[src/irb_pkg.sv]
package irb_pkg;
	// register byte addresses (printed offsets are not all multiples of four: index * 4)
	localparam logic [11:0] IRB_IDX_REQ0 = 12'hfc0;
	localparam logic [11:0] IRB_IDX_ENH0 = 12'hfc1;
	localparam logic [11:0] IRB_IDX_ENL0 = 12'hfc2;
	localparam logic [11:0] IRB_IDX_REQ1 = 12'hfc3;
	localparam logic [11:0] IRB_IDX_ENH1 = 12'hfc4;
	localparam logic [11:0] IRB_IDX_ENL1 = 12'hfc5;
	localparam logic [11:0] IRB_IDX_CTL = 12'hfcf;
	localparam int IRB_ADDR_W = 14;
	localparam logic [7:0] IRB_RESET_VAL = 8'h00;
	localparam logic [7:0] IRB_REQ1_WMASK = 8'hbf;
	localparam logic [7:0] IRB_ENA1_WMASK = 8'hbf;
	localparam int IRB_MIE_BIT = 7;
	localparam int IRB_NSRC = 16;
	// priority codes {high, low}
	localparam logic [1:0] IRB_PRIO_OFF = 2'h0;
	localparam logic [1:0] IRB_PRIO_LVL1 = 2'h2;
	localparam logic [1:0] IRB_PRIO_LVL2 = 2'h1;
	localparam logic [1:0] IRB_PRIO_LVL3 = 2'h3;
	typedef enum logic [1:0] {
		IRB_LVL_NONE = 2'b00,
		IRB_LVL_ONE = 2'b01,
		IRB_LVL_TWO = 2'b10,
		IRB_LVL_THREE = 2'b11
	} irb_level_t;
	function automatic logic [IRB_ADDR_W-1:0] irb_byte_addr(input logic [11:0] idx);
		irb_byte_addr = {idx, 2'b00};
	endfunction
endpackage

[src/irb_bank.sv]
// The APB slave port was decided locally.
`timescale 1ns/1ps
// Operation
// request group 0 register at fc0, eight bits read/write, reset zero
// group 0 bit 7 flags a pending pwm timer request
// group 0 bit 6 flags a pending fault from two fault pins or comparator
// each fault source gated by its own enable before setting the flag
// group 0 bit 5 flags a pending converter request
// group 0 bit 4 flags a pending comparator request
// group 0 bit 3 flags a pending timer zero request
// group 0 bit 2 flags a pending serial receive request
// group 0 bit 1 flags a pending serial transmit request
// group 0 bit 0 flags a pending spi request
// group 0 high enable register at fc1, read/write, reset zero
// group 0 low enable register at fc2, read/write, reset zero
// request group 1 at fc3, reset zero, bit 6 reserved read-only
// group 1 bit 7 flags a pending i2c request
// group 1 bit 5 flags a port c pin 0 edge request
// group 1 bit 4 flags any port b pin 3..0 request
// group 1 bits 3..0 flag the four port a pin pair requests
// group 1 high and low enable registers at fc4 and fc5, reset zero
// control register at fcf, bit 7 master enable, other bits read zero
// high/low enables form priority code; forward only top pending level
// flag set by event regardless of enables; cleared by vector or write zero
// core takes requests only with master enable, acknowledges to clear flag
module irb_bank import irb_pkg::*; (
	input wire logic pclk,
	input wire logic presetn,
	input wire logic psel,
	input wire logic penable,
	input wire logic pwrite,
	input wire logic [31:0] paddr,
	input wire logic [31:0] pwdata,
	output logic [31:0] prdata,
	output logic pready,
	output logic pslverr,
	input wire logic pwm_timer_event,
	input wire logic fault_input_a,
	input wire logic fault_input_b,
	input wire logic comparator_fault,
	input wire logic fault_a_enable,
	input wire logic fault_b_enable,
	input wire logic fault_cmp_enable,
	input wire logic converter_event,
	input wire logic comparator_event,
	input wire logic timer_zero_event,
	input wire logic serial_receive_event,
	input wire logic serial_transmit_event,
	input wire logic spi_event,
	input wire logic i2c_event,
	input wire logic port_c_pin0_event,
	input wire logic [3:0] port_b_low_nibble_event,
	input wire logic [3:0] port_a_pair_event,
	input wire logic [IRB_NSRC-1:0] core_ack,
	output logic [IRB_NSRC-1:0] core_request,
	output logic [1:0] core_level,
	output logic master_interrupt_enable
);
	// ----------------------------------------
	// bus decode
	// ----------------------------------------
	logic wr_en;
	logic rd_en;
	logic [IRB_ADDR_W-1:0] addr;
	logic hit_req0, hit_enh0, hit_enl0, hit_req1, hit_enh1, hit_enl1, hit_ctl, hit_any;

	assign addr = paddr[IRB_ADDR_W-1:0];
	// zero wait states: answer in the access cycle
	assign pready = 1'b1;
	assign wr_en = psel && penable && pwrite;
	assign rd_en = psel && penable && !pwrite;

	always_comb begin
		hit_req0 = 1'b0;
		hit_enh0 = 1'b0;
		hit_enl0 = 1'b0;
		hit_req1 = 1'b0;
		hit_enh1 = 1'b0;
		hit_enl1 = 1'b0;
		hit_ctl = 1'b0;
		if (paddr[31:IRB_ADDR_W] != '0) begin
			hit_ctl = 1'b0;
		end else if (addr == irb_byte_addr(IRB_IDX_REQ0)) begin
			hit_req0 = 1'b1;
		end else if (addr == irb_byte_addr(IRB_IDX_ENH0)) begin
			hit_enh0 = 1'b1;
		end else if (addr == irb_byte_addr(IRB_IDX_ENL0)) begin
			hit_enl0 = 1'b1;
		end else if (addr == irb_byte_addr(IRB_IDX_REQ1)) begin
			hit_req1 = 1'b1;
		end else if (addr == irb_byte_addr(IRB_IDX_ENH1)) begin
			hit_enh1 = 1'b1;
		end else if (addr == irb_byte_addr(IRB_IDX_ENL1)) begin
			hit_enl1 = 1'b1;
		end else if (addr == irb_byte_addr(IRB_IDX_CTL)) begin
			hit_ctl = 1'b1;
		end
	end
	assign hit_any = hit_req0 | hit_enh0 | hit_enl0 | hit_req1 | hit_enh1 | hit_enl1 | hit_ctl;
	// unmapped addresses answer with an error, writes dropped
	assign pslverr = psel && penable && !hit_any;

	// ----------------------------------------
	// source events
	// ----------------------------------------
	logic fault_event;
	logic [7:0] ev0;
	logic [7:0] ev1;
	assign fault_event = (fault_input_a && fault_a_enable) || (fault_input_b && fault_b_enable)
		|| (comparator_fault && fault_cmp_enable);
	assign ev0 = {pwm_timer_event,
		fault_event,
		converter_event,
		comparator_event,
		timer_zero_event,
		serial_receive_event,
		serial_transmit_event,
		spi_event};
	assign ev1 = {i2c_event,
		1'b0,
		port_c_pin0_event,
		|port_b_low_nibble_event,
		port_a_pair_event};

	// ----------------------------------------
	// request flags
	// ----------------------------------------
	logic [7:0] req0_q, req0_d, req1_q, req1_d;
	logic [IRB_NSRC-1:0] ack_g;
	// the core only vectors while enabled
	assign ack_g = core_ack & {IRB_NSRC{master_interrupt_enable}};

	always_comb begin
		req0_d = req0_q;
		req1_d = req1_q;
		if (wr_en && hit_req0) begin
			req0_d = pwdata[7:0];
		end
		if (wr_en && hit_req1) begin
			req1_d = pwdata[7:0] & IRB_REQ1_WMASK;
		end
		req0_d = req0_d & ~ack_g[15:8];
		req1_d = req1_d & ~ack_g[7:0];
		// an event in the clearing cycle still lands
		req0_d = req0_d | ev0;
		req1_d = (req1_d | ev1) & IRB_REQ1_WMASK;
	end

	always_ff @(posedge pclk or negedge presetn) begin
		if (!presetn) begin
			req0_q <= IRB_RESET_VAL;
			req1_q <= IRB_RESET_VAL;
		end else begin
			req0_q <= req0_d;
			req1_q <= req1_d;
		end
	end

	// ----------------------------------------
	// enable and control registers
	// ----------------------------------------
	logic [7:0] enh0_q, enl0_q, enh1_q, enl1_q;
	logic mie_q;

	always_ff @(posedge pclk or negedge presetn) begin
		if (!presetn) begin
			enh0_q <= IRB_RESET_VAL;
			enl0_q <= IRB_RESET_VAL;
			enh1_q <= IRB_RESET_VAL;
			enl1_q <= IRB_RESET_VAL;
		end else if (wr_en) begin
			if (hit_enh0) begin
				enh0_q <= pwdata[7:0];
			end
			if (hit_enl0) begin
				enl0_q <= pwdata[7:0];
			end
			if (hit_enh1) begin
				enh1_q <= pwdata[7:0] & IRB_ENA1_WMASK;
			end
			if (hit_enl1) begin
				enl1_q <= pwdata[7:0] & IRB_ENA1_WMASK;
			end
		end
	end

	always_ff @(posedge pclk or negedge presetn) begin
		if (!presetn) begin
			mie_q <= 1'b0;
		end else if (wr_en && hit_ctl) begin
			mie_q <= pwdata[IRB_MIE_BIT];
		end
	end
	assign master_interrupt_enable = mie_q;

	// ----------------------------------------
	// read data
	// ----------------------------------------
	logic [7:0] rd_byte;
	always_comb begin
		rd_byte = 8'h00;
		if (hit_req0) begin
			rd_byte = req0_q;
		end else if (hit_enh0) begin
			rd_byte = enh0_q;
		end else if (hit_enl0) begin
			rd_byte = enl0_q;
		end else if (hit_req1) begin
			rd_byte = req1_q;
		end else if (hit_enh1) begin
			rd_byte = enh1_q;
		end else if (hit_enl1) begin
			rd_byte = enl1_q;
		end else if (hit_ctl) begin
			rd_byte = {mie_q, 7'h00};
		end
	end
	// combinational read, valid in the access cycle
	assign prdata = rd_en ? {24'h000000, rd_byte} : 32'h00000000;

	// ----------------------------------------
	// priority resolution
	// ----------------------------------------
	logic [IRB_NSRC-1:0] fwd;
	irb_level_t lvl;
	irb_prio u_prio (
		.pend({req0_q, req1_q}),
		.en_high({enh0_q, enh1_q}),
		.en_low({enl0_q, enl1_q}),
		.fwd(fwd),
		.level(lvl)
	);

	// registered so the core sees a clean level
	always_ff @(posedge pclk or negedge presetn) begin
		if (!presetn) begin
			core_request <= '0;
			core_level <= IRB_LVL_NONE;
		end else begin
			core_request <= fwd;
			core_level <= lvl;
		end
	end
endmodule

[src/irb_prio.sv]
`timescale 1ns/1ps
module irb_prio import irb_pkg::*; (
	input wire logic [IRB_NSRC-1:0] pend,
	input wire logic [IRB_NSRC-1:0] en_high,
	input wire logic [IRB_NSRC-1:0] en_low,
	output logic [IRB_NSRC-1:0] fwd,
	output irb_level_t level
);
	// ----------------------------------------
	// level decode
	// ----------------------------------------
	function automatic irb_level_t irb_code_level(input logic h, input logic l);
		logic [1:0] c;
		c = {h, l};
		if (c == IRB_PRIO_LVL3) begin
			irb_code_level = IRB_LVL_THREE;
		end else if (c == IRB_PRIO_LVL2) begin
			irb_code_level = IRB_LVL_TWO;
		end else if (c == IRB_PRIO_LVL1) begin
			irb_code_level = IRB_LVL_ONE;
		end else begin
			irb_code_level = IRB_LVL_NONE;
		end
	endfunction

	logic [1:0] lvl [IRB_NSRC];
	genvar i;
	generate
		for (i = 0; i < IRB_NSRC; i++) begin : g_lvl
			// code 00 disables the source
			assign lvl[i] = pend[i] ? irb_code_level(en_high[i], en_low[i]) : IRB_LVL_NONE;
		end
	endgenerate

	always_comb begin
		logic [1:0] best;
		best = IRB_LVL_NONE;
		for (int k = 0; k < IRB_NSRC; k++) begin
			if (lvl[k] > best) begin
				best = lvl[k];
			end
		end
		level = irb_level_t'(best);
		for (int k = 0; k < IRB_NSRC; k++) begin
			fwd[k] = (best != IRB_LVL_NONE) && (lvl[k] == best);
		end
	end
endmodule

[config.mk]
export PLATFORM = sky130hd
export DESIGN_NAME = irb_bank
export DESIGN_NICKNAME = d
export VERILOG_FILES = /design/src/irb_pkg.sv /design/src/irb_bank.sv /design/src/irb_prio.sv
export SDC_FILE = /design/constraint.sdc
export NUM_CORES = 1
export LEC_CHECK = 0
export BUFFER_PORTS_ARGS = -buffer_cell sky130_fd_sc_hd__buf_4
export CORE_MARGIN = 1
export CORE_UTILIZATION = 47
export DETAILED_ROUTE_END_ITERATION = 16
export PLACE_DENSITY = 0.78
export SYNTH_ARGS = -nofsm -noshare
export SYNTH_HDL_FRONTEND = slang
export SYNTH_SLANG_ARGS = --single-unit
export TNS_END_PERCENT = 5
[constraint.sdc]
create_clock -name pclk -period 11.5 [get_ports pclk]
set_clock_uncertainty 0.05 [all_clocks]
set_input_delay 0.575 -clock pclk [delete_from_list [all_inputs] [get_ports pclk]]
set_output_delay 0.575 -clock pclk [all_outputs]
set_load 0.05 [all_outputs]
==> results.toml <==
[status]
status = "finished, violations left"
violations = "negative setup slack"

[yosys]
synth_edf_count = 0
synthTopCellsByArea = "dfrtp_1 (32%), ha_1 (11%), mux2_2 (7.1%)"
synth_most_common_cell = "nand2_1"
synth_cell_types = 60
yosys.area.top_type_share_pct = 32.2
synth_common_cells = "nand2_1 (70), dfrtp_1 (63), ha_1 (43)"
netlist_area_um2 = 4900
syn_area_per_cell_um2 = 9.08
syn_inst = 540
synthFlopType = "dfrtp_1"
yosys_warnings = 0
ys_seq_elements = 63
synth-async-reset-ratio_pct = 100
yosysTopAreaCell = "dfrtp_1"
seq_area_frac_synth_pct = 32.2

[die]
die-area_um2 = 10800
io_pins = 161
row_count = 36
start_util_pct = 49.2
die_h_um = 104
fp.dieW_um = 104
core_area_um2 = 9950

[pwr]
p_leak_nw = 3.44
ir_worst_vdd_uv = 42.2
seq_power_share_pct = 44.5
cellPowerDensity_nw_per_um2 = 73.2
p_comb_share_pct = 11.1
p_int_w = 0.000363
power.share.clock_pct = 44.3
p_sw_w = 0.000134
p_sw_share_pct = 26.9

[finish]
nFillCells = 717
drive_above_1_share_pct = 41.5
nNetsFinal = 866
final_util_pct = 68.3
area_delta_synth_final_pct = 38.6
multiInputGateArea_um2 = 3300
antenna_cells = 0
regArea_um2 = 1580

[detailed_routing]
via_per_inst = 5.82
ant_nets = 0
routed_wirelength_um = 16100
wl_per_cell_um = 18.8
drc = 0
drt-initial-drc-count = 295
drtPass1Iterations = 6
via_count = 4965

[global_route]
grt_pass1_wl_um = 23300
gr-usage-all-layers_pct = 27.5
antenna_found_initial = 0
grt.overflow.total = 0
grt_pass1_vias = 4895
grt_max_degree = 64

[placed_design]
place_ws_ns = -0.959
gp_congestion = 0.851
dp_hpwl_um = 9980
portBuffers = 109

[run]
max_cap_viol_count = 0

[clock_network]
cts_htree_levels = 3
cts-root-buf = "clkbuf_8"
clk_latency_ns = 0.37
cts_made_buffers = 9
cts_max_path_buffers = 2
clkTransAtPathRegs_ns = 0.08
cts_hold_buffers = 0
cts_tree = "built"
clock-sinks = 63

[timing]
finalCriticalPeriod_ns = 12.43
hold_viol = 0
setup_ws_ns = -0.931
tightest_slew_ns = 1.03
slew_viol_final = 0
fin_crit_sh_pct = 108
setup_viol = 16
fmax_ghz = 0.0804
relSlewSlack_pct = 31.4
rsz0062_at_grt = "true"

[setup_path]
critPathCaptureType = "register"
path_class = "reg -> reg"
crit_fanout = 6
slowest_delay_ns = 0.39
critPathLaunchType = "register"
rr_endpoint = "core_request[7]$_DFF_PN0_"
arrival_ns = 12.62
r2r_cells = 83
crit_required_ns = 11.69
cpMaxStageDelayCell = "dfrtp_1"
r2r-start = "enl1_q[1]$_DFFE_PN0P_"
r2r_slack_ns = -0.93

[worst_hold_path]
hold_path_class = "in -> async"
flip-flops by register name, summed over array words and instances, names as in the netlist:
register                 count
req0_q                       8
enl0_q                       8
core_request                15
master_interrupt_enable      1
enh0_q                       8
req1_q                       7
core_level                   2
enh1_q                       7
enl1_q                       7
critical path: cells and delay by family, from the launching register on:
family	cells	cell delay (ns)
AO/OA/AOI/OAI	31	4.46
adder cells (fa/ha/maj)	14	3.64
AND/OR/NAND/NOR	24	2.31
buffers and inverters	13	1.28
flip-flops	1	0.39
multiplexers	1	0.19
cells in the final DEF, fill, tap and decap left out, types with 4 or more instances in the layout:
cell type and n:
buf_4 175, nand2_1 63, dfrtp_1 63, nor2_1 38
ha_1 35, mux2_2 31, a21oi_1 29, conb_1 26
inv_1 25, mux2i_1 25, and4b_1 15, o21a_1 14
or2_2 14, xor2_1 13, nor4_1 13, clkbuf_8 9
nand3_1 8, nand2_2 7, a222oi_1 7, a21oi_2 6
o21ai_2 5, ha_4 5, nand2b_1 4, nor2b_1 4
and3_1 4, inv_2 4, o22ai_2 4
through the flow:
stage	hold WS (ns)	power, W	area (µm²)	std cells	setup TNS, ns
after floorplan	0.229	0.000256	5020	564	0
after global placement	0.478	0.000280	6030	802	-6.79
after detailed placement	0.497	0.000281	6030	802	-13.90
after CTS	0.286	0.000498	6510	839	-4.88
after global routing	0.322	0.000513	6800	853	-22.50
final	0.254	0.000497	6800	853	-13.25
area by class of cell:
class                      instances  area share, %
timing repair buffer             181           20.9
inverter                          29           1.60
clock inverter                     7           1.42
multi-input combinational        431           48.6
tap                              133           2.45
clock buffer                       9           1.82
sequential                        63           23.2
logic make-up (layout without fill, tap and decap cells):
family                     after synthesis  in the layout  synth area share (%)
buffers and inverters                   70            226                  7.61
muxes                                   56             56                  12.2
xor gates and xnor gates                14             14                  2.50
AOI/OAI and AO/OA                      100            100                  14.2
DFF                                     63             63                  32.2
and+or+nand+nor                        192            192                  20.2
adders and majority gates               43             43                  11.0
other                                    2             26                 0.153
timing repair:
action,CTS,global route
buffers inserted,21,13
cloned,0,1
endpoints found under the hold margin,0,0
resized for setup,27,27
setup endpoints to repair,16,16
pin swaps,10,29
power by group through the flow:
| stage | clock (W) | sequential, W | combinational (W) |
|---|---|---|---|
| after global routing | 0.000233 | 0.000221 | 0.0000585 |
| after floorplan | 0 | 0.000226 | 0.0000303 |
| after CTS | 0.000221 | 0.000221 | 0.0000552 |
| after global placement | 0 | 0.000226 | 0.0000539 |
| after detailed placement | 0 | 0.000226 | 0.0000551 |
| final | 0.000220 | 0.000221 | 0.0000554 |
metal layers:
layer	part of all wire [%]	vias up	global-route usage (%)
li1	-	2222	-
met3	7.7	68	4.89
met1	37	2367	29.9
met4	4.5	0	15.1
met2	51	308	50.4
met5	0	-	0
worst max-delay path by stage:
| stage | from | endpoint | slack (ns) | cells after the start |
|---|---|---|---|---|
| 2_1_floorplan | enl1_q[1]$_DFFE_PN0P_ | core_request[0]$_DFF_PN0_ | 0.008 | 77 |
| 3_3_place_gp | enl1_q[1]$_DFFE_PN0P_ | core_request[8]$_DFF_PN0_ | -0.50 | 75 |
| 3_5_place_dp | enl1_q[1]$_DFFE_PN0P_ | core_request[8]$_DFF_PN0_ | -0.96 | 77 |
| 4_1_cts | req1_q[1]$_DFF_PN0_ | core_request[8]$_DFF_PN0_ | -0.37 | 76 |
| 5_1_grt | enl1_q[1]$_DFFE_PN0P_ | core_request[13]$_DFF_PN0_ | -1.50 | 80 |
| 6_report | enl1_q[1]$_DFFE_PN0P_ | core_request[7]$_DFF_PN0_ | -0.93 | 83 |
No activity file was read; power rests on OpenSTA's default activity.
